### src/logic/lemc_defs.svh
// Timing and field constants for the latched EEPROM host controller
`ifndef LEMC_DEFS_SVH
`define LEMC_DEFS_SVH
`define LEMC_CLK_PERIOD_NS   4
`define LEMC_ADDR_W          11
`define LEMC_DATA_W          8
`define LEMC_ERASE_DATA      8'hFF
// Setup of address, select and drive before strobe fall (ns)
`define LEMC_SETUP_NS        50
`define LEMC_SETUP_CYC       ((`LEMC_SETUP_NS + `LEMC_CLK_PERIOD_NS - 1) / `LEMC_CLK_PERIOD_NS)
// Hold of inputs after strobe fall (ns)
`define LEMC_HOLD_NS         50
`define LEMC_HOLD_CYC        ((`LEMC_HOLD_NS + `LEMC_CLK_PERIOD_NS - 1) / `LEMC_CLK_PERIOD_NS)
// Strobe low width: standard 9 ms, fast variant 1 ms
`define LEMC_WRITE_STD_MS    9
`define LEMC_WRITE_FAST_MS   1
`define LEMC_CYC_PER_MS      (1000000 / `LEMC_CLK_PERIOD_NS)
// Recovery after strobe trailing edge (ns)
`define LEMC_RECOVERY_NS     50
`define LEMC_RECOVERY_CYC    ((`LEMC_RECOVERY_NS + `LEMC_CLK_PERIOD_NS - 1) / `LEMC_CLK_PERIOD_NS)
// Read access time, fastest grade (ns)
`define LEMC_ACCESS_NS       200
`define LEMC_ACCESS_CYC      ((`LEMC_ACCESS_NS + `LEMC_CLK_PERIOD_NS - 1) / `LEMC_CLK_PERIOD_NS)
`define LEMC_CNT_W           24
`endif

### src/logic/lemc_pkg.sv
// Types for the latched EEPROM host controller
package lemc_pkg;
  typedef enum logic [2:0] {
    LEMC_OP_READ       = 3'h0,
    LEMC_OP_BYTE_ERASE = 3'h1,
    LEMC_OP_BYTE_WRITE = 3'h2,
    LEMC_OP_CHIP_ERASE = 3'h3,
    LEMC_OP_STANDBY    = 3'h4
  } lemc_op_e;

  typedef enum logic [5:0] {
    LEMC_ST_IDLE    = 6'h01,
    LEMC_ST_SETUP   = 6'h02,
    LEMC_ST_STROBE  = 6'h04,
    LEMC_ST_RECOVER = 6'h08,
    LEMC_ST_ACCESS  = 6'h10,
    LEMC_ST_DONE    = 6'h20
  } lemc_state_e;
endpackage : lemc_pkg

### src/logic/lemc_timer.sv
// Down counter that flags when a loaded cycle count has run out
`include "lemc_defs.svh"
module lemc_timer
  import lemc_pkg::*;
(
  input  wire logic                   ref_clk,
  input  wire logic                   sys_rst,
  input  wire logic                   load,
  input  wire logic [`LEMC_CNT_W-1:0] count,
  output logic                        expired
);
  logic [`LEMC_CNT_W-1:0] cnt_reg;

  assign expired = (cnt_reg == '0);

  always_ff @(posedge ref_clk) begin
    if (sys_rst) begin
      cnt_reg <= '0;
    end else if (load) begin
      cnt_reg <= count;
    end else if (!expired) begin
      cnt_reg <= cnt_reg - `LEMC_CNT_W'(1);
    end
  end
endmodule : lemc_timer

### src/logic/lemc_host.sv
// Host controller driving the pins of a latched 2048 x 8 EEPROM
`include "lemc_defs.svh"
// Functional notes
// Host erases a byte before writing; erase is never implied by write.
// Byte erase: select low, drive high, all data lines driven to ones.
// Device latches address, data, controls on strobe falling edge.
// Device finishes byte erase in under ten milliseconds.
// Byte write uses erase sequence but drives true data.
// Operation lasts up to 9 ms standard, 1 ms fast; parameterised.
// Standard device accepts logic low or high voltage strobe.
// Only strobe falling edge matters; rising edge has no requirement.
// Read: strobe high, select and drive low, device outputs byte.
// Select high gives standby; data lines float, no operation starts.
// Chip erase raises drive pin to high voltage; standard variant only.
// Chip erase clears all 2K bytes within ten milliseconds.
// Erasing or writing one byte leaves others unchanged.
// Read data valid after access time, 200 ns fastest grade.
// Array is 2048 by 8, 11-bit word address.
// Host may release inputs once latched.
// Inputs ignored until recovery time after strobe trailing edge.
// Erase or write blocked unless select and drive at write levels.
// At power ramp, device needs a fresh strobe falling edge.
// Host waits full operation time before next mode.
module lemc_host
  import lemc_pkg::*;
#(
  parameter int WRITE_MS    = `LEMC_WRITE_STD_MS,
  parameter int WRITE_CYC   = WRITE_MS * `LEMC_CYC_PER_MS,
  parameter bit FAST_DEVICE = 1'b0
)
(
  input  wire logic                    ref_clk,
  input  wire logic                    sys_rst,
  input  wire logic                    req_valid,
  input  wire lemc_op_e                req_op,
  input  wire logic [`LEMC_ADDR_W-1:0] req_addr,
  input  wire logic [`LEMC_DATA_W-1:0] req_data,
  output logic                         req_ready,
  output logic                         rsp_valid,
  output logic [`LEMC_DATA_W-1:0]      rsp_data,
  output logic                         rsp_refused,
  output logic [`LEMC_ADDR_W-1:0]      word_address,
  output logic [`LEMC_DATA_W-1:0]      data_out,
  output logic                         data_oe,
  input  wire logic [`LEMC_DATA_W-1:0] data_in,
  output logic                         device_select_n,
  output logic                         read_drive_n,
  output logic                         chip_clear_high_level,
  output logic                         program_strobe_n
);
  lemc_state_e                 state_reg, state_next;
  lemc_op_e                    op_reg;
  logic [`LEMC_ADDR_W-1:0]     addr_reg;
  logic [`LEMC_DATA_W-1:0]     wdata_reg;
  logic [`LEMC_DATA_W-1:0]     rdata_reg;
  logic                        sel_n_reg;
  logic                        drv_n_reg;
  logic                        hv_reg;
  logic                        strobe_n_reg;
  logic                        oe_reg;
  logic                        ready_reg;
  logic                        rsp_valid_reg;
  logic                        refused_reg;
  logic                        tmr_load;
  logic [`LEMC_CNT_W-1:0]      tmr_count;
  logic                        tmr_done;

  function automatic logic is_program(input lemc_op_e op);
    return (op == LEMC_OP_BYTE_ERASE) || (op == LEMC_OP_BYTE_WRITE)
        || (op == LEMC_OP_CHIP_ERASE);
  endfunction : is_program

  function automatic logic op_next_chip(input lemc_state_e st, input lemc_op_e rq,
                                        input lemc_op_e held);
    return (st == LEMC_ST_IDLE) ? (rq == LEMC_OP_CHIP_ERASE) : (held == LEMC_OP_CHIP_ERASE);
  endfunction : op_next_chip

  // Chip erase needs the high-voltage drive pin, absent on the fast part
  wire req_take    = ready_reg && req_valid;
  wire req_illegal = FAST_DEVICE && (req_op == LEMC_OP_CHIP_ERASE);
  // Erase presents all ones; write presents caller data
  wire [`LEMC_DATA_W-1:0] drive_data = (req_op == LEMC_OP_BYTE_WRITE) ?
                                       req_data : `LEMC_ERASE_DATA;
  wire take_prog   = req_take && !req_illegal && is_program(req_op);
  wire take_read   = req_take && (req_op == LEMC_OP_READ);
  wire take_stby   = req_take && (req_op == LEMC_OP_STANDBY);
  wire take_bad    = req_take && req_illegal;

  // Pins follow the next state so every pin is a plain flop
  wire next_drive  = state_next inside {LEMC_ST_SETUP, LEMC_ST_STROBE};
  wire next_access = (state_next == LEMC_ST_ACCESS);
  wire next_select = next_drive || next_access;
  wire next_strobe = (state_next == LEMC_ST_STROBE);
  wire next_chip   = next_drive && op_next_chip(state_reg, req_op, op_reg);
  wire next_done   = (state_reg != LEMC_ST_DONE) && (state_next == LEMC_ST_DONE);
  wire next_ready  = (state_next == LEMC_ST_IDLE) && !req_take;
  wire read_ends   = (state_reg == LEMC_ST_ACCESS) && tmr_done;

  // Phases never overlap, so each loads the one timer on entry
  always_comb begin
    state_next = state_reg;
    tmr_load   = 1'b0;
    tmr_count  = '0;
    unique case (state_reg)
      LEMC_ST_IDLE: begin
        if (take_prog) begin
          state_next = LEMC_ST_SETUP;
          tmr_load   = 1'b1;
          tmr_count  = `LEMC_CNT_W'(`LEMC_SETUP_CYC);
        end else if (take_read) begin
          state_next = LEMC_ST_ACCESS;
          tmr_load   = 1'b1;
          tmr_count  = `LEMC_CNT_W'(`LEMC_ACCESS_CYC);
        end else if (take_stby || take_bad) begin
          state_next = LEMC_ST_DONE;
        end
      end
      LEMC_ST_SETUP: begin
        if (tmr_done) begin
          state_next = LEMC_ST_STROBE;
          tmr_load   = 1'b1;
          tmr_count  = `LEMC_CNT_W'(WRITE_CYC);
        end
      end
      LEMC_ST_STROBE: begin
        if (tmr_done) begin
          state_next = LEMC_ST_RECOVER;
          tmr_load   = 1'b1;
          tmr_count  = `LEMC_CNT_W'(`LEMC_RECOVERY_CYC);
        end
      end
      LEMC_ST_RECOVER: begin
        if (tmr_done) begin
          state_next = LEMC_ST_DONE;
        end
      end
      LEMC_ST_ACCESS: begin
        if (tmr_done) begin
          state_next = LEMC_ST_DONE;
        end
      end
      LEMC_ST_DONE: begin
        state_next = LEMC_ST_IDLE;
      end
      default: begin
        state_next = LEMC_ST_IDLE;
      end
    endcase
  end

  // Shared down counter for setup, strobe, recovery and access
  lemc_timer u_timer (
    .ref_clk (ref_clk),
    .sys_rst (sys_rst),
    .load    (tmr_load),
    .count   (tmr_count),
    .expired (tmr_done)
  );

  always_ff @(posedge ref_clk) begin
    if (sys_rst) begin
      state_reg <= LEMC_ST_IDLE;
      op_reg    <= LEMC_OP_STANDBY;
      addr_reg  <= '0;
      wdata_reg <= '0;
    end else begin
      state_reg <= state_next;
      if (req_take) begin
        op_reg    <= req_op;
        addr_reg  <= req_addr;
        wdata_reg <= drive_data;
      end
    end
  end

  // Pin levels; strobe rises only after the full operation time
  always_ff @(posedge ref_clk) begin
    if (sys_rst) begin
      sel_n_reg    <= 1'b1;
      drv_n_reg    <= 1'b1;
      hv_reg       <= 1'b0;
      strobe_n_reg <= 1'b1;
      oe_reg       <= 1'b0;
    end else begin
      sel_n_reg    <= !next_select;
      drv_n_reg    <= !next_access;
      hv_reg       <= next_chip;
      strobe_n_reg <= !next_strobe;
      oe_reg       <= next_drive;
    end
  end

  // Caller handshake; erase-before-write ordering is the caller's duty
  always_ff @(posedge ref_clk) begin
    if (sys_rst) begin
      ready_reg     <= 1'b0;
      rsp_valid_reg <= 1'b0;
      refused_reg   <= 1'b0;
      rdata_reg     <= '0;
    end else begin
      ready_reg     <= next_ready;
      rsp_valid_reg <= next_done;
      refused_reg   <= (state_reg == LEMC_ST_IDLE) && take_bad;
      if (read_ends) begin
        rdata_reg <= data_in;
      end
    end
  end

  // Drive pin flop is already high whenever the high level is asked
  assign req_ready             = ready_reg;
  assign rsp_valid             = rsp_valid_reg;
  assign rsp_data              = rdata_reg;
  assign rsp_refused           = refused_reg;
  assign word_address          = addr_reg;
  assign data_out              = wdata_reg;
  assign data_oe               = oe_reg;
  assign device_select_n       = sel_n_reg;
  assign read_drive_n          = drv_n_reg;
  assign chip_clear_high_level = hv_reg;
  assign program_strobe_n      = strobe_n_reg;
endmodule : lemc_host

### config.mk
export PLATFORM = sky130hd
export DESIGN_NAME = lemc_host
export DESIGN_NICKNAME = d
export VERILOG_FILES = /design/src/logic/lemc_pkg.sv /design/src/logic/lemc_timer.sv /design/src/logic/lemc_host.sv
export VERILOG_INCLUDE_DIRS = /design/src /design/src/logic
export SDC_FILE = /design/constraint.sdc
export NUM_CORES = 1
export LEC_CHECK = 0
export BUFFER_PORTS_ARGS = -buffer_cell sky130_fd_sc_hd__buf_4
export CAP_MARGIN = 10
export CELL_PAD_IN_SITES_DETAIL_PLACEMENT = 1
export CELL_PAD_IN_SITES_GLOBAL_PLACEMENT = 2
export CORE_AREA = 8 8 112 114
export DETAILED_ROUTE_END_ITERATION = 6
export DIE_AREA = 0 0 120 122
export MAX_ROUTING_LAYER = met4
export PLACE_DENSITY_LB_ADDON = 0.15
export REMOVE_ABC_BUFFERS = 1
export SYNTH_ARGS = -nofsm -noshare
export SYNTH_HDL_FRONTEND = slang
export SYNTH_SLANG_ARGS = --single-unit
### constraint.sdc
create_clock -name ref_clk -period 2.45 [get_ports ref_clk]
set_clock_uncertainty 0.1 [all_clocks]
set_input_delay 0.245 -clock ref_clk [delete_from_list [all_inputs] [get_ports ref_clk]]
set_output_delay 0.245 -clock ref_clk [all_outputs]
set_load 0.02 [all_outputs]
Yosys cells after proc, flatten, opt, wreduce, memory -nomap -nowiden
Cells that the tools add are included.
{ "word_totals": {"ff_bits": 67, "in_bits": 33, "output_inout_bits": 35} }
{ "op_classes": {"addsub": 1, "muxes": 20, "n_reduce_logical": 20, "n_eq_ne": 17} }
{ "op_table": {"columns": ["cell", "count"], "rows": [
  ["$pmux W22 S3", 1],
  ["$mux W24", 2],
  ["$mux W6", 8],
  ["$logic_not A24 Y1", 1],
  ["$pmux W6 S4", 1],
  ["$sub A24 B1 Y24 const B", 1],
  ["$mux W22", 1],
  ["$eq A6 B1 Y1 const B", 2],
  ["$eq A6 B2 Y1 const B", 2],
  ["$eq A6 B3 Y1 const B", 2],
  ["$eq A6 B5 Y1 const B", 2],
  ["$eq A3 B2 Y1 const B", 3],
  ["$logic_and A1 B1 Y1", 8],
  ["$mux W8", 1],
  ["$eq A6 B4 Y1 const B", 1],
  ["$eq A6 B6 Y1 const B", 1],
  ["$ne A6 B6 Y1 const B", 1],
  ["$logic_not A1 Y1", 4],
  ["$mux W1", 4],
  ["$mux W4", 1],
  ["$reduce_or A2 Y1", 2],
  ["$eq A3 B1 Y1 const B", 1],
  ["$eq A3 B3 Y1 const B", 1],
  ["$logic_not A3 Y1", 1],
  ["other kinds (4)", 6]
]} }

Longest topological paths before layout
Gate-level depths: netlist (run 1).
{ "depth": {"word_depth": 10, "mapped_depth": 8} }

Cells and area by module
From an unflattened synthesis (run 1), not the netlist that was laid out.
{ "hier_totals": {"hier_cells": 364, "hier_area_um2": 3128.0} }
{ "modules_own_cells": {"columns": ["module", "area_per_inst_um2", "seq_area_each_um2", "n_inst", "cells_per_inst"], "rows": [
  ["lemc_host", 1746.7, 860.8, 1, 193],
  ["lemc_timer", 1381.3, 480.5, 1, 171]
]} }

Worst setup path before layout (run 1)
OpenSTA, ideal clock, no wires.
{ "synth_path": {"kind": "reg-to-reg", "from": "register u_timer.cnt_reg[0]", "to": "register u_timer.cnt_reg[20]", "path_stages_with_launch": 9, "path_slack_ns": 0.155, "synth_period_minus_slack_ns": 2.295, "setup_time_ns": 0.129, "required_time_ns": 2.221, "arrival_ns": 2.066, "cell_sequence": "dfxtp_1 -> inv_1 -> ha_1 -> nor4b_1 -> nand4_2 -> nor4_2 -> buf_2 -> nor4_1 -> mux2i_1"} }
{ "synth_between": {"elab_chain_len": 4, "elab_cells_between_ends": 7} }
{ "synth_rtl": {"columns": ["element", "line_no", "text"], "rows": [
  ["from (decl)", "lemc_timer.sv:12", "logic [`LEMC_CNT_W-1:0] cnt_reg;"],
  ["from (signal assigned)", "lemc_timer.sv:20", "cnt_reg <= count;"],
  ["from (signal assigned)", "lemc_timer.sv:22", "cnt_reg <= cnt_reg - `LEMC_CNT_W'(1);"],
  ["parallel branches: the longest is 4 deep, another holds $sub A24 B1 Y24", null, null]
]} }
Several ways; the timed one is not identified. The select of a mux whose other input is x is not followed.
A chain may end at the register's enable or synchronous reset.

Final worst setup path (run 1)
{ "layout_path": {"from": "register state_reg[5]", "to": "register u_timer.cnt_reg[19]"} }
{ "layout_between": {"elab_chain_len": 4, "elab_cells_between_ends": 8} }
{ "layout_rtl": {"columns": ["element", "line_no", "text"], "rows": [
  ["from (decl)", "lemc_host.sv:51", "lemc_state_e state_reg, state_next;"],
  ["from (signal assigned)", "lemc_host.sv:167", "state_reg <= state_next;"],
  ["$eq A6 B3 Y1 / $eq A6 B2 Y1 (equally long branches)", "lemc_host.sv:104", "unique case (state_reg)"],
  ["$reduce_or A2 Y1 (no source line)", null, null],
  ["$pmux W1 S2", "lemc_host.sv:104", null],
  ["$ne A2 B2 Y1 (no source line) / $mux W24 (equally long branches)", null, null]
]} }
Parallel ways exist; a longest one is shown, timed or not.

==> impl_results.html, run 1 <==
<table>
<tr><th>Metric</th><th>Value</th></tr>
<tr><th colspan="2">Run status</th></tr>
<tr><td>Run status</td><td>finished, final reports clean</td></tr>
<tr><th colspan="2">Synth</th></tr>
<tr><td>Fraction of the yosys area taken by sequential cells</td><td>44.0%</td></tr>
<tr><td>Warning count from the yosys run</td><td>0</td></tr>
<tr><td>Largest family of logic cells by synthesized area</td><td>simple AND/OR/NAND/NOR gates</td></tr>
<tr><td>Fraction of post-synthesis cell area in the top cell type by area</td><td>44.0%</td></tr>
<tr><td>Post-synth EDFFs</td><td>0</td></tr>
<tr><td>Fraction of the mapped netlist area in simple logic gates</td><td>26.8%</td></tr>
<tr><td>Cell accounting for the most synthesized area</td><td>dfxtp_1</td></tr>
<tr><td>Mean instance size in the synthesized netlist</td><td>8.75 sq um</td></tr>
<tr><td>Most common cell in the netlist</td><td>dfxtp_1</td></tr>
<tr><td>Synthesis-stage register bit count</td><td>67</td></tr>
<tr><td>Top FF cell, synth</td><td>dfxtp_1</td></tr>
<tr><td>Netlist cell types</td><td>55</td></tr>
<tr><td>Cell types occupying the most area after synthesis</td><td>dfxtp_1, nand2_1, mux2i_1</td></tr>
<tr><td>Cells after Synth</td><td>348</td></tr>
<tr><td>Multiplexer share of the synthesized area</td><td>4.60%</td></tr>
<tr><td>Cell Area, Synth</td><td>3050 sq um</td></tr>
<tr><td>Proportion of register bits with asynchronous set or reset after synthesis</td><td>0%</td></tr>
<tr><td>Xor and xnor area share after synthesis</td><td>2.59%</td></tr>
<tr><td>Leading cell types by count after synthesis</td><td>dfxtp_1, nand2_1, nor2_1</td></tr>
<tr><td>Post-synthesis compound-gate area fraction</td><td>17.4%</td></tr>
<tr><td>Post-Synth Adder-Cell Area</td><td>0.821%</td></tr>
<tr><th colspan="2">Route</th></tr>
<tr><td>DR vias/cell</td><td>5.02</td></tr>
<tr><td>Antenna-violating nets left</td><td>0</td></tr>
<tr><td>Number of detailed-routing iterations run before antenna repair</td><td>4</td></tr>
<tr><td>Detailed-route DRC error count</td><td>0</td></tr>
<tr><td>Via Count</td><td>2,887</td></tr>
<tr><td>Post-DR wirelength/cell</td><td>16.7 um</td></tr>
<tr><td>Routed wire length</td><td>9.59 mm</td></tr>
<tr><td>Number of violations reported at the end of detailed-routing iteration 0</td><td>123</td></tr>
<tr><th colspan="2">Timing</th></tr>
<tr><td>Headroom to the max-slew limit</td><td>66.4%</td></tr>
<tr><td>Worst setup margin</td><td>0.150 ns</td></tr>
<tr><td>Final Slew Violations</td><td>0</td></tr>
<tr><td>Fin. Hold Viols</td><td>0</td></tr>
<tr><td>Maximum clock frequency</td><td>435 MHz</td></tr>
<tr><td>Crit path time final</td><td>2.30 ns</td></tr>
<tr><td>Total setup violations reported at the end of the flow</td><td>0</td></tr>
<tr><td>Tightest Pin Transition</td><td>0.502 ns</td></tr>
<tr><td>Unrepaired setup endpoints after global routing</td><td>false</td></tr>
<tr><td>Final worst path period share</td><td>93.9%</td></tr>
<tr><th colspan="2">GRT</th></tr>
<tr><td>Pin count of the biggest net entering global routing</td><td>31</td></tr>
<tr><td>GRT Residual Overflow</td><td>0</td></tr>
<tr><td>Global router's overall resource usage</td><td>13.8%</td></tr>
<tr><td>Via count of the first global-routing pass</td><td>2,994</td></tr>
<tr><td>First-pass GRT wire length</td><td>15.5 mm</td></tr>
<tr><td>Number of antenna violations at the first check in global routing</td><td>0</td></tr>
<tr><th colspan="2">Min path</th></tr>
<tr><td>Path class of the lowest-slack min-delay path</td><td>primary input to flip-flop</td></tr>
<tr><td>Worst hold path startpoint</td><td>data_in[1]</td></tr>
<tr><th colspan="2">Run</th></tr>
<tr><td>Count of max-cap constraint violations</td><td>0</td></tr>
<tr><th colspan="2">Worst setup path</th></tr>
<tr><td>Critical path buffer and inverter count</td><td>1</td></tr>
<tr><td>Crit Path Max Fanout</td><td>11</td></tr>
<tr><td>Type of origin of the critical path</td><td>flip-flop</td></tr>
<tr><td>R2r startpoint</td><td>state_reg[5]$_SDFF_PP0_</td></tr>
<tr><td>Nature of the critical path endpoint</td><td>flip-flop</td></tr>
<tr><td>Cells along the critical path</td><td>nor3_1 &gt; nor3b_2 &gt; nor4_2 &gt; buf_4 &gt; or4_1 &gt; a21boi_1</td></tr>
<tr><td>Signal arrival time at the worst endpoint</td><td>2.48 ns</td></tr>
<tr><td>Slowest stage cell on the critical path</td><td>nor3b_2</td></tr>
<tr><td>Kind of critical path</td><td>flip-flop to flip-flop</td></tr>
<tr><td>Kind of cell adding the most delay to the critical path</td><td>simple AND/OR/NAND/NOR gates</td></tr>
<tr><td>Data required time of the worst path</td><td>2.63 ns</td></tr>
<tr><td>Critical path origin</td><td>state_reg[5]$_SDFF_PP0_</td></tr>
<tr><td>Delay of the slowest cell on the worst path</td><td>0.51 ns</td></tr>
<tr><th colspan="2">Pwr</th></tr>
<tr><td>Switching component of the power</td><td>0.00167 W</td></tr>
<tr><td>Peak VDD IR</td><td>335 uV</td></tr>
<tr><td>Static power due to leakage</td><td>1.61 nW</td></tr>
<tr><td>Share of total power in sequential cells</td><td>35.5%</td></tr>
<tr><td>Fraction of power consumed by the clock network</td><td>21.6%</td></tr>
<tr><td>Power per Cell Area</td><td>1030 nW/um^2</td></tr>
<tr><td>Proportion of total power due to net switching</td><td>40.5%</td></tr>
<tr><td>Internal Power</td><td>0.00246 W</td></tr>
<tr><td>Comb power frac</td><td>42.9%</td></tr>
<tr><td>Overall power consumption</td><td>0.00413 W</td></tr>
<tr><th colspan="2">Floorplanning</th></tr>
<tr><td>Area of the die</td><td>14,600 sq um</td></tr>
<tr><td>Chip height</td><td>122 um</td></tr>
<tr><td>Effective utilization at floorplan</td><td>28.5%</td></tr>
<tr><td>Width of the die</td><td>120 um</td></tr>
<tr><td>Cell Rows</td><td>38</td></tr>
<tr><td>Top-Level Pins</td><td>68</td></tr>
<tr><td>Core area</td><td>10,700 sq um</td></tr>
<tr><th colspan="2">Cells and area</th></tr>
<tr><td>Post-route design area</td><td>4010 sq um</td></tr>
<tr><td>Antenna Cells</td><td>0</td></tr>
<tr><td>P&amp;R area growth vs syn</td><td>31.5%</td></tr>
<tr><td>Fraction of layout instances using a drive strength above 1</td><td>29.2%</td></tr>
<tr><td>Number of flip-flops in the largest register</td><td>24</td></tr>
<tr><td>Combined area of the multi-input logic cells</td><td>1600 sq um</td></tr>
<tr><td>Filler cell count</td><td>1,270</td></tr>
<tr><td>Number of nets at the end of the flow</td><td>465</td></tr>
<tr><td>Total area of sequential cells</td><td>1340 sq um</td></tr>
<tr><td>Util after Layout</td><td>37.5%</td></tr>
<tr><th colspan="2">CTS</th></tr>
<tr><td>Cell at the root of the clock tree</td><td>clkbuf_8</td></tr>
<tr><td>Total CTS buffers</td><td>9</td></tr>
<tr><td>Clock-pin slew reported for the worst setup and hold paths after clock tree synthesis</td><td>0.08 ns</td></tr>
<tr><td>Number of sinks handled by clock tree synthesis</td><td>67</td></tr>
<tr><td>Post-CTS repair timing setup buffer count</td><td>0</td></tr>
<tr><td>H-tree levels</td><td>3</td></tr>
<tr><td>CTS Buffer Depth</td><td>2</td></tr>
<tr><td>Worst-Skew Late Latency</td><td>0.36 ns</td></tr>
<tr><td>CTS tree</td><td>done</td></tr>
<tr><th colspan="2">Placement</th></tr>
<tr><td>Post-Place Setup Slack</td><td>0.132 ns</td></tr>
<tr><td>Post-detailed-placement half-perimeter wirelength</td><td>7.13 mm</td></tr>
<tr><td>Post-DP Area</td><td>3810 sq um</td></tr>
<tr><td>Weighted congestion reported at the end of routability-driven placement</td><td>0.732</td></tr>
<tr><td>Port Buffers</td><td>66</td></tr>
</table>
==> final timing paths <==
| path | end | slack (ns) | cells past startpoint |
|---|---|---|---|
| max | u_timer.cnt_reg[19]$_SDFFE_PP0P_ | 0.15 | 6 |
| min | rsp_data[1]$_SDFFE_PP0P_ | 0.02 | 3 |
| max reg2reg | u_timer.cnt_reg[19]$_SDFFE_PP0P_ | 0.15 | 6 |
| min reg2reg | op_reg[0]$_SDFFE_PP0P_ | 0.36 | 2 |
==> repair_timing <==
item                       CTS  global route
setup endpoints to repair    0             9
hold buffers                 0             0
gates resized for setup      0             2
==> cells by family after synthesis <==
group / count (synthesis)
AOI/OAI and AO/OA: 80
xor gates and xnor gates: 9
adders and majority gates: 2
buffers and inverters: 25
DFF: 67
muxes: 14
other: 1
and+or+nand+nor: 150
==> routing by layer <==
layer  vias to the layer above  share of wire (%)  global-route usage, %
met2                        52                 44                   20.4
li1                       1417                  -                      -
met4                         0                1.4                   4.92
met1                      1408                 48                   16.7
met5                         -                  0                      -
met3                        10                6.0                   5.55
==> per-stage QoR <==
step	std cells	setup TNS, ns	hold WS (ns)
global placement	559	0	0.344
finish	575	0	0.0247
floorplan	329	-2.09	0.214
detailed placement	559	0	0.352
CTS	575	0	0.00800
global route	575	0	0.00946
==> power by group through the flow <==
| stage | sequential [W] | combinational [W] | clock, W |
|---|---|---|---|
| 6_report | 0.00147 | 0.00177 | 0.000892 |
| 5_1_grt | 0.00150 | 0.00198 | 0.000974 |
| 4_1_cts | 0.00146 | 0.00178 | 0.000925 |
| 3_5_place_dp | 0.00148 | 0.00176 | 0 |
| 3_3_place_gp | 0.00148 | 0.00176 | 0 |
| 2_1_floorplan | 0.00146 | 0.00112 | 0 |
==> worst register-to-register path: stages, from the launching register on <==
cell      delay [ns]
dfxtp_1         0.35
nor3_1          0.31
nor3b_2         0.51
nor4_2          0.14
buf_4           0.20
or4_1           0.47
a21boi_1        0.14
==> placed cells by master (no fill, tap or decap), types with 9 or more instances in the layout <==
cell / synthesis / layout
mux2i_1: 14 / 14
nor2_1: 27 / 27
nor3_1: 9 / 9
clkbuf_8: 0 / 11
nand2_1: 51 / 51
buf_4: 1 / 90
dfxtp_1: 67 / 67
nor4_1: 11 / 11
o21ai_0: 16 / 16
a21oi_1: 25 / 25
==> area by class of cell <==
| class | instances | area share (%) |
|---|---|---|
| inverters | 6 | 0.562 |
| clock inverters | 5 | 0.937 |
| multi-input cells | 256 | 40.0 |
| flip-flops and latches | 67 | 33.5 |
| well taps | 140 | 4.37 |
| clock buffers | 11 | 3.78 |
| repair buffers | 90 | 16.9 |
Note: power is estimated with default switching activity, not from simulation.
==> run 2, diff against run 1 <==
--- a/config.mk
+++ b/config.mk
@@ -10,9 +10,9 @@
 export CAP_MARGIN = 10
 export CELL_PAD_IN_SITES_DETAIL_PLACEMENT = 1
 export CELL_PAD_IN_SITES_GLOBAL_PLACEMENT = 2
-export CORE_AREA = 8 8 112 114
+export CORE_AREA = 8 8 107 109
 export DETAILED_ROUTE_END_ITERATION = 6
-export DIE_AREA = 0 0 120 122
+export DIE_AREA = 0 0 115 117
 export MAX_ROUTING_LAYER = met4
 export PLACE_DENSITY_LB_ADDON = 0.15
 export REMOVE_ABC_BUFFERS = 1
==> constraint.sdc (replaced) <==
create_clock -name ref_clk -period 2.56 [get_ports ref_clk]
set_clock_uncertainty 0.1 [all_clocks]
set_input_delay 0.256 -clock ref_clk [delete_from_list [all_inputs] [get_ports ref_clk]]
set_output_delay 0.256 -clock ref_clk [all_outputs]
set_load 0.02 [all_outputs]
==> run 2 against run 1 <==
Compared with the run above: combinational power down 7%; via count down 2.6%; wire length down 5.1%; sequential power down 4%; largest power group unchanged; highest routed layer unchanged; final area up 0.13%; clock-buffer cell count down 2; critical path type unchanged; non-clock buffer count down 4.
==> impl_results.html, run 2 (synthesis results as in run 1) <==
<table>
<tr><th>Metric</th><th>Value</th></tr>
<tr><th colspan="2">Cells and area</th></tr>
<tr><td>Combined area of the multi-input logic cells</td><td>1610 sq um (was 1600 sq um)</td></tr>
<tr><td>Fraction of layout instances using a drive strength above 1</td><td>28.5% (was 29.2%)</td></tr>
<tr><td>Cell Count, Final, Fillers Out</td><td>567 (was 575)</td></tr>
<tr><td>Number of flip-flops in the largest register</td><td>24 (unchanged)</td></tr>
<tr><td>Number of nets at the end of the flow</td><td>461 (was 465)</td></tr>
<tr><td>Total area of sequential cells</td><td>1340 sq um (unchanged)</td></tr>
<tr><td>Most common cell after layout, fill and taps aside</td><td>buf_4 (unchanged)</td></tr>
<tr><td>Top library cells by usage in the layout, fill and taps aside</td><td>buf_4, dfxtp_1, nand2_1 (unchanged)</td></tr>
<tr><td>Antenna Cells</td><td>0 (unchanged)</td></tr>
<tr><td>Filler cell count</td><td>1,183 (was 1,270)</td></tr>
<tr><td>P&amp;R area growth vs syn</td><td>31.7% (was 31.5%)</td></tr>
<tr><th colspan="2">Floorplanning</th></tr>
<tr><td>Area of the die</td><td>13,500 sq um (was 14,600 sq um)</td></tr>
<tr><td>Core area</td><td>9910 sq um (was 10,700 sq um)</td></tr>
<tr><td>Width of the die</td><td>115 um (was 120 um)</td></tr>
<tr><td>Top-Level Pins</td><td>68 (unchanged)</td></tr>
<tr><td>Cell Rows</td><td>37 (was 38)</td></tr>
<tr><td>Effective utilization at floorplan</td><td>30.8% (was 28.5%)</td></tr>
<tr><td>Chip height</td><td>117 um (was 122 um)</td></tr>
<tr><th colspan="2">GRT</th></tr>
<tr><td>Global router's overall resource usage</td><td>14.8% (was 13.8%)</td></tr>
<tr><td>First-pass GRT wire length</td><td>15.1 mm (was 15.5 mm)</td></tr>
<tr><td>Number of antenna violations at the first check in global routing</td><td>0 (unchanged)</td></tr>
<tr><td>Via count of the first global-routing pass</td><td>3,025 (was 2,994)</td></tr>
<tr><td>GRT Residual Overflow</td><td>0 (unchanged)</td></tr>
<tr><td>Pin count of the biggest net entering global routing</td><td>31 (unchanged)</td></tr>
<tr><th colspan="2">Worst setup path</th></tr>
<tr><td>Nature of the critical path endpoint</td><td>flip-flop (unchanged)</td></tr>
<tr><td>Critical path origin</td><td>state_reg[3]$_SDFF_PP0_ (was state_reg[5]$_SDFF_PP0_)</td></tr>
<tr><td>Type of origin of the critical path</td><td>flip-flop (unchanged)</td></tr>
<tr><td>R2r startpoint</td><td>state_reg[3]$_SDFF_PP0_ (was state_reg[5]$_SDFF_PP0_)</td></tr>
<tr><td>Worst reg2reg endpoint</td><td>u_timer.cnt_reg[9]$_SDFFE_PP0P_ (was u_timer.cnt_reg[19]$_SDFFE_PP0P_)</td></tr>
<tr><td>Capturing instance or port of the critical path</td><td>u_timer.cnt_reg[9]$_SDFFE_PP0P_ (was u_timer.cnt_reg[19]$_SDFFE_PP0P_)</td></tr>
<tr><td>Data required time of the worst path</td><td>2.75 ns (was 2.63 ns)</td></tr>
<tr><td>Signal arrival time at the worst endpoint</td><td>2.59 ns (was 2.48 ns)</td></tr>
<tr><td>Crit Path Max Fanout</td><td>18 (was 11)</td></tr>
<tr><td>Depth of the worst register-to-register path</td><td>6 (unchanged)</td></tr>
<tr><td>Setup slack of the most critical reg-to-reg path</td><td>0.15 ns (about the same)</td></tr>
<tr><td>Kind of critical path</td><td>flip-flop to flip-flop (unchanged)</td></tr>
<tr><th colspan="2">Pwr</th></tr>
<tr><td>Power per Cell Area</td><td>1010 nW/um^2 (was 1030 nW/um^2)</td></tr>
<tr><td>Peak VDD IR</td><td>326 uV (was 335 uV)</td></tr>
<tr><td>Static power due to leakage</td><td>1.60 nW (was 1.61 nW)</td></tr>
<tr><th colspan="2">CTS</th></tr>
<tr><td>H-tree levels</td><td>3 (unchanged)</td></tr>
<tr><td>Worst-Skew Late Latency</td><td>0.35 ns (was 0.36 ns)</td></tr>
<tr><td>Total CTS buffers</td><td>9 (unchanged)</td></tr>
<tr><td>Number of sinks handled by clock tree synthesis</td><td>67 (unchanged)</td></tr>
<tr><td>Cell at the root of the clock tree</td><td>clkbuf_8 (unchanged)</td></tr>
<tr><td>Number of buffers added to fix hold violations after cts</td><td>0 (unchanged)</td></tr>
<tr><td>Clock-pin slew reported for the worst setup and hold paths after clock tree synthesis</td><td>0.08 ns (about the same)</td></tr>
<tr><td>CTS tree</td><td>done (unchanged)</td></tr>
<tr><td>CTS Buffer Depth</td><td>2 (unchanged)</td></tr>
<tr><th colspan="2">Min path</th></tr>
<tr><td>Path class of the lowest-slack min-delay path</td><td>primary input to flip-flop (unchanged)</td></tr>
<tr><td>Worst hold path startpoint</td><td>data_in[6] (was data_in[1])</td></tr>
<tr><th colspan="2">Timing</th></tr>
<tr><td>Unrepaired setup endpoints after global routing</td><td>false (unchanged)</td></tr>
<tr><td>Fin. Hold Viols</td><td>0 (unchanged)</td></tr>
<tr><td>Final Slew Violations</td><td>0 (unchanged)</td></tr>
<tr><td>Crit path time final</td><td>2.41 ns (was 2.30 ns)</td></tr>
<tr><td>Post-Route Setup TNS</td><td>0 ns (unchanged)</td></tr>
<tr><td>Maximum clock frequency</td><td>416 MHz (was 435 MHz)</td></tr>
<tr><td>Worst setup margin</td><td>0.154 ns (was 0.150 ns)</td></tr>
<tr><td>Total setup violations reported at the end of the flow</td><td>0 (unchanged)</td></tr>
<tr><td>Final worst path period share</td><td>94.0% (was 93.9%)</td></tr>
<tr><th colspan="2">Route</th></tr>
<tr><td>Via Count</td><td>2,811 (was 2,887)</td></tr>
<tr><td>DR vias/cell</td><td>4.96 (was 5.02)</td></tr>
<tr><td>Number of detailed-routing iterations run before antenna repair</td><td>5 (was 4)</td></tr>
<tr><td>Post-DR wirelength/cell</td><td>16.0 um (was 16.7 um)</td></tr>
<tr><td>Number of violations reported at the end of detailed-routing iteration 0</td><td>113 (was 123)</td></tr>
<tr><td>Detailed-route DRC error count</td><td>0 (unchanged)</td></tr>
<tr><td>Routed wire length</td><td>9.10 mm (was 9.59 mm)</td></tr>
<tr><td>Antenna-violating nets left</td><td>0 (unchanged)</td></tr>
<tr><th colspan="2">Placement</th></tr>
<tr><td>Number of placed instances, taps included</td><td>549 (was 559)</td></tr>
<tr><td>Post-detailed-placement half-perimeter wirelength</td><td>6.78 mm (was 7.13 mm)</td></tr>
<tr><td>Port Buffers</td><td>66 (unchanged)</td></tr>
<tr><td>Weighted congestion reported at the end of routability-driven placement</td><td>0.801 (was 0.732)</td></tr>
<tr><td>Post-Place Setup Slack</td><td>0.0879 ns (was 0.132 ns)</td></tr>
<tr><th colspan="2">Run</th></tr>
<tr><td>Count of max-cap constraint violations</td><td>0 (unchanged)</td></tr>
<tr><th colspan="2">Run status</th></tr>
<tr><td>Run status</td><td>finished, final reports clean (unchanged)</td></tr>
</table>
## run 2: cell types whose count changed in the layout (fill, tap and decap cells not counted), sizes merged
cell	before	now
buf	90	86
bufinv	0	2
clkbuf	11	9
clkinv	3	2
inv	6	7
## run 2: final cells by class
cell class                      count  share of cell area (%)
Clock buffer                        9                    3.09
Clock inverter                      7                    2.53
Inverter                            6                   0.561
Multi-Input combinational cell    256                    40.0
Sequential cell                    67                    33.4
Tap cell                          136                    4.24
Timing Repair Buffer               86                    16.1
## run 2: where the power goes
part | leakage (nW) | total [W] | internal [W] | switching, W
clock network | 0.106 | 0.00101 | 0.000555 | 0.000455
registers | 0.547 | 0.00141 | 0.00122 | 0.000194
logic | 0.948 | 0.00164 | 0.000666 | 0.000978
## run 2: through the flow
stage	util [%]	hold WS (ns)	instance area, sq um	power, W
3_5_place_dp	37.9	0.351	3760	0.00306
6_report	40.5	0.0331	4010	0.00407
2_1_floorplan	-	0.225	2960	0.00247
4_1_cts	40.2	0.0152	3980	0.00409
3_3_place_gp	37.9	0.344	3760	0.00303
5_1_grt	40.5	0.0331	4010	0.00438
## run 2: repair_timing
| action | in CTS | in global routing |
|---|---|---|
| setup buffers | 0 | 2 |
| setup endpoints to repair | 0 | 28 |
| gates resized for setup | 0 | 2 |
## run 2: metal layers
layer | GRT usage (%) | vias to the layer above | wire, um
met4 | 4.73 | 0 | 102
li1 | - | 1411 | -
met5 | - | - | 0
met2 | 24.9 | 36 | 4540
met3 | 3.34 | 9 | 200
met1 | 17.2 | 1355 | 4250
## run 2: worst min-delay path by stage
| stage | to | slack, ns | depth (start not counted) |
|---|---|---|---|
| floorplan | op_reg[0]$_SDFFE_PP0P_ | 0.23 | 1 |
| global placement | word_address[8]$_SDFFE_PP0P_ | 0.34 | 2 |
| detailed placement | word_address[1]$_SDFFE_PP0P_ | 0.35 | 2 |
| CTS | rsp_data[6]$_SDFFE_PP0P_ | 0.02 | 3 |
| global route | rsp_data[5]$_SDFFE_PP0P_ | 0.03 | 3 |
| finish | rsp_data[6]$_SDFFE_PP0P_ | 0.03 | 3 |
## run 2: critical path, cell delays in order (launching register included)
cell and delay (ns):
dfxtp_1 0.38, or4_4 0.61, nor3_4 0.28, nor4_2 0.10, buf_4 0.22, or4_1 0.49
a21boi_1 0.17
==> run 3, diff against run 2 <==
--- a/config.mk
+++ b/config.mk
@@ -15,7 +15,6 @@
 export DIE_AREA = 0 0 115 117
 export MAX_ROUTING_LAYER = met4
 export PLACE_DENSITY_LB_ADDON = 0.15
-export REMOVE_ABC_BUFFERS = 1
 export SYNTH_ARGS = -nofsm -noshare
 export SYNTH_HDL_FRONTEND = slang
 export SYNTH_SLANG_ARGS = --single-unit
==> run 3 against run 2 <==
Compared with the run above: final area down 0.62%; clock power down 11%; non-clock buffer count unchanged; fmax up 4.0%; sequential power about the same; sequential cell count unchanged; worst hold slack better by 0.0042 ns; critical endpoint is now u_timer.cnt_reg[12]$_SDFFE_PP0P_; clock-buffer cell count up 4; largest power group unchanged; first-iteration DRC count down 14%; wire length down 1.7%.
==> impl_results.html, run 3 (synthesis results as in run 1) <==
<table>
<tr><th>Metric</th><th>Value</th></tr>
<tr><th colspan="2">Run status</th></tr>
<tr><td>Run status</td><td>finished, final reports clean (unchanged)</td></tr>
<tr><th colspan="2">Pwr</th></tr>
<tr><td>Overall power consumption</td><td>0.00405 W (was 0.00407 W)</td></tr>
<tr><td>Static power due to leakage</td><td>1.59 nW (was 1.60 nW)</td></tr>
<tr><td>Power per Cell Area</td><td>1010 nW/um^2 (about the same)</td></tr>
<tr><td>Peak VDD IR</td><td>313 uV (was 326 uV)</td></tr>
<tr><th colspan="2">Timing</th></tr>
<tr><td>Unrepaired setup endpoints after global routing</td><td>false (unchanged)</td></tr>
<tr><td>Maximum clock frequency</td><td>432 MHz (was 416 MHz)</td></tr>
<tr><td>Final Slew Violations</td><td>0 (unchanged)</td></tr>
<tr><td>Final worst path period share</td><td>90.4% (was 94.0%)</td></tr>
<tr><td>Tightest Pin Transition</td><td>0.539 ns</td></tr>
<tr><td>Post-Route Setup TNS</td><td>0 ns (unchanged)</td></tr>
<tr><td>Headroom to the max-slew limit</td><td>63.7%</td></tr>
<tr><td>Total setup violations reported at the end of the flow</td><td>0 (unchanged)</td></tr>
<tr><td>Crit path time final</td><td>2.31 ns (was 2.41 ns)</td></tr>
<tr><td>Fin. Hold Viols</td><td>0 (unchanged)</td></tr>
<tr><th colspan="2">Placement</th></tr>
<tr><td>Post-detailed-placement half-perimeter wirelength</td><td>6.63 mm (was 6.78 mm)</td></tr>
<tr><td>Post-DP Area</td><td>3790 sq um (was 3760 sq um)</td></tr>
<tr><td>Weighted congestion reported at the end of routability-driven placement</td><td>0.760 (was 0.801)</td></tr>
<tr><td>Port Buffers</td><td>66 (unchanged)</td></tr>
<tr><th colspan="2">Worst setup path</th></tr>
<tr><td>Crit Path Max Fanout</td><td>8 (was 18)</td></tr>
<tr><td>Data required time of the worst path</td><td>2.72 ns (was 2.75 ns)</td></tr>
<tr><td>Kind of critical path</td><td>flip-flop to flip-flop (unchanged)</td></tr>
<tr><td>Worst reg2reg endpoint</td><td>u_timer.cnt_reg[12]$_SDFFE_PP0P_ (was u_timer.cnt_reg[9]$_SDFFE_PP0P_)</td></tr>
<tr><td>Nature of the critical path endpoint</td><td>flip-flop (unchanged)</td></tr>
<tr><td>Type of origin of the critical path</td><td>flip-flop (unchanged)</td></tr>
<tr><td>Signal arrival time at the worst endpoint</td><td>2.48 ns (was 2.59 ns)</td></tr>
<tr><td>Depth of the worst register-to-register path</td><td>5 (was 6)</td></tr>
<tr><td>R2r startpoint</td><td>state_reg[2]$_SDFF_PP0_ (was state_reg[3]$_SDFF_PP0_)</td></tr>
<tr><td>Setup slack of the most critical reg-to-reg path</td><td>0.25 ns (was 0.15 ns)</td></tr>
<tr><th colspan="2">Route</th></tr>
<tr><td>Uppermost routed layer</td><td>met4 (unchanged)</td></tr>
<tr><td>Routed wire length</td><td>8.94 mm (was 9.10 mm)</td></tr>
<tr><td>Via Count</td><td>2,815 (was 2,811)</td></tr>
<tr><td>Met2 wire length</td><td>3.85 mm (was 4.54 mm)</td></tr>
<tr><td>Number of violations reported at the end of detailed-routing iteration 0</td><td>97 (was 113)</td></tr>
<tr><td>Met3 routed wirelength</td><td>337 um (was 200 um)</td></tr>
<tr><td>DR vias/cell</td><td>4.97 (was 4.96)</td></tr>
<tr><td>Detailed-route DRC error count</td><td>0 (unchanged)</td></tr>
<tr><td>Post-DR wirelength/cell</td><td>15.8 um (was 16.0 um)</td></tr>
<tr><td>Number of detailed-routing iterations run before antenna repair</td><td>4 (was 5)</td></tr>
<tr><td>Antenna-violating nets left</td><td>0 (unchanged)</td></tr>
<tr><td>Wire length on met1</td><td>4.61 mm (was 4.25 mm)</td></tr>
<tr><th colspan="2">Cells and area</th></tr>
<tr><td>Number of nets at the end of the flow</td><td>461 (unchanged)</td></tr>
<tr><td>P&amp;R area growth vs syn</td><td>30.8% (was 31.7%)</td></tr>
<tr><td>Top library cells by usage in the layout, fill and taps aside</td><td>buf_4, dfxtp_1, nand2_1 (unchanged)</td></tr>
<tr><td>Post-route design area</td><td>3990 sq um (was 4010 sq um)</td></tr>
<tr><td>Most common cell after layout, fill and taps aside</td><td>buf_4 (unchanged)</td></tr>
<tr><td>Util after Layout</td><td>40.2% (was 40.5%)</td></tr>
<tr><td>Fraction of layout instances using a drive strength above 1</td><td>27.7% (was 28.5%)</td></tr>
<tr><td>Number of flip-flops in the largest register</td><td>24 (unchanged)</td></tr>
<tr><td>Antenna Cells</td><td>0 (unchanged)</td></tr>
<tr><th colspan="2">Min path</th></tr>
<tr><td>Worst hold path startpoint</td><td>data_in[5] (was data_in[6])</td></tr>
<tr><td>Min-Delay Path Depth</td><td>3 (unchanged)</td></tr>
<tr><td>Path class of the lowest-slack min-delay path</td><td>primary input to flip-flop (unchanged)</td></tr>
<tr><td>Hold Path Sink</td><td>rsp_data[5]$_SDFFE_PP0P_ (was rsp_data[6]$_SDFFE_PP0P_)</td></tr>
<tr><th colspan="2">CTS</th></tr>
<tr><td>Clock-pin slew reported for the worst setup and hold paths after clock tree synthesis</td><td>0.07 ns (was 0.08 ns)</td></tr>
<tr><td>Post-CTS repair timing setup buffer count</td><td>0 (unchanged)</td></tr>
<tr><td>CTS tree</td><td>done (unchanged)</td></tr>
<tr><td>CTS Buffer Depth</td><td>2 (unchanged)</td></tr>
<tr><td>Cell at the root of the clock tree</td><td>clkbuf_8 (unchanged)</td></tr>
<tr><td>Worst-Skew Late Latency</td><td>0.35 ns (about the same)</td></tr>
<tr><td>H-tree levels</td><td>3 (unchanged)</td></tr>
<tr><td>Total CTS buffers</td><td>9 (unchanged)</td></tr>
<tr><td>Number of sinks handled by clock tree synthesis</td><td>67 (unchanged)</td></tr>
<tr><td>Number of buffers added to fix hold violations after cts</td><td>0 (unchanged)</td></tr>
<tr><th colspan="2">GRT</th></tr>
<tr><td>Via count of the first global-routing pass</td><td>3,038 (was 3,025)</td></tr>
<tr><td>Global router's overall resource usage</td><td>14.6% (was 14.8%)</td></tr>
<tr><td>First-pass GRT wire length</td><td>15.0 mm (was 15.1 mm)</td></tr>
<tr><td>Number of antenna violations at the first check in global routing</td><td>0 (unchanged)</td></tr>
<tr><td>Pin count of the biggest net entering global routing</td><td>32 (was 31)</td></tr>
<tr><td>GRT Residual Overflow</td><td>0 (unchanged)</td></tr>
<tr><th colspan="2">Run</th></tr>
<tr><td>Count of max-cap constraint violations</td><td>0 (unchanged)</td></tr>
<tr><th colspan="2">Floorplanning</th></tr>
<tr><td>Cell Rows</td><td>37 (unchanged)</td></tr>
<tr><td>Core area</td><td>9910 sq um (unchanged)</td></tr>
<tr><td>Area of the die</td><td>13,500 sq um (unchanged)</td></tr>
<tr><td>Width of the die</td><td>115 um (unchanged)</td></tr>
<tr><td>Top-Level Pins</td><td>68 (unchanged)</td></tr>
<tr><td>Effective utilization at floorplan</td><td>30.8% (unchanged)</td></tr>
<tr><td>Chip height</td><td>117 um (unchanged)</td></tr>
<tr><th colspan="2">Synth</th></tr>
<tr><td>Nets in the synthesized netlist</td><td>383</td></tr>
</table>
-- run 3: how the worst max path moves through the flow --
stage,slack (ns),from,to,cells after the start
final,0.25,state_reg[2]$_SDFF_PP0_,u_timer.cnt_reg[12]$_SDFFE_PP0P_,5
after global routing,0.10,u_timer.cnt_reg[0]$_SDFFE_PP0P_,u_timer.cnt_reg[12]$_SDFFE_PP0P_,8
after CTS,0.1,u_timer.cnt_reg[0]$_SDFFE_PP0P_,u_timer.cnt_reg[12]$_SDFFE_PP0P_,8
after detailed placement,0.13,u_timer.cnt_reg[0]$_SDFFE_PP0P_,u_timer.cnt_reg[12]$_SDFFE_PP0P_,8
after global placement,0.29,u_timer.cnt_reg[0]$_SDFFE_PP0P_,u_timer.cnt_reg[12]$_SDFFE_PP0P_,8
after floorplan,0.26,u_timer.cnt_reg[0]$_SDFFE_PP0P_,u_timer.cnt_reg[20]$_SDFFE_PP0P_,8
-- run 3: final cells by class --
class,instances,area (sq um)
tap,136,170
clock inverter,2,35.0
inverter,6,22.5
sequential,67,1340
fill,1195,5920
clock buffer,13,159
timing repair buffer,86,658
multi-input combinational,256,1600
-- run 3: where the power goes --
part	switching (W)	internal (W)
clock network	0.000398	0.000497
logic	0.000977	0.000766
registers	0.000187	0.00122
total	0.00156	0.00248
-- run 3: worst max-delay path, stage by stage, from the launching register on --
cell and delay [ns]:
dfxtp_1 0.40, or4_4 0.61, or3b_1 0.45, nor3_1 0.37
nor3_1 0.09, a211oi_1 0.22
-- run 3: per-stage QoR --
step | setup slack [ns] | hold WS (ns) | std cells
5_1_grt | 0.105 | 0.0343 | 566
3_5_place_dp | 0.132 | 0.352 | 551
6_report | 0.247 | 0.0372 | 566
2_1_floorplan | 0.265 | 0.244 | 348
3_3_place_gp | 0.288 | 0.343 | 551
4_1_cts | 0.0992 | 0.0272 | 566
-- run 3: timing repair --
action                                  4_1_cts  5_1_grt
hold endpoints to repair                      0        0
endpoints found under the setup margin        0       15
gates resized for setup                       0        1
-- run 3: per-layer routing --
| layer | up-vias | global-route usage [%] |
|---|---|---|
| met3 | 13 | 3.85 |
| met1 | 1338 | 18.4 |
| met2 | 53 | 21.6 |
| li1 | 1411 | - |
| met5 | - | - |
| met4 | 0 | 6.39 |
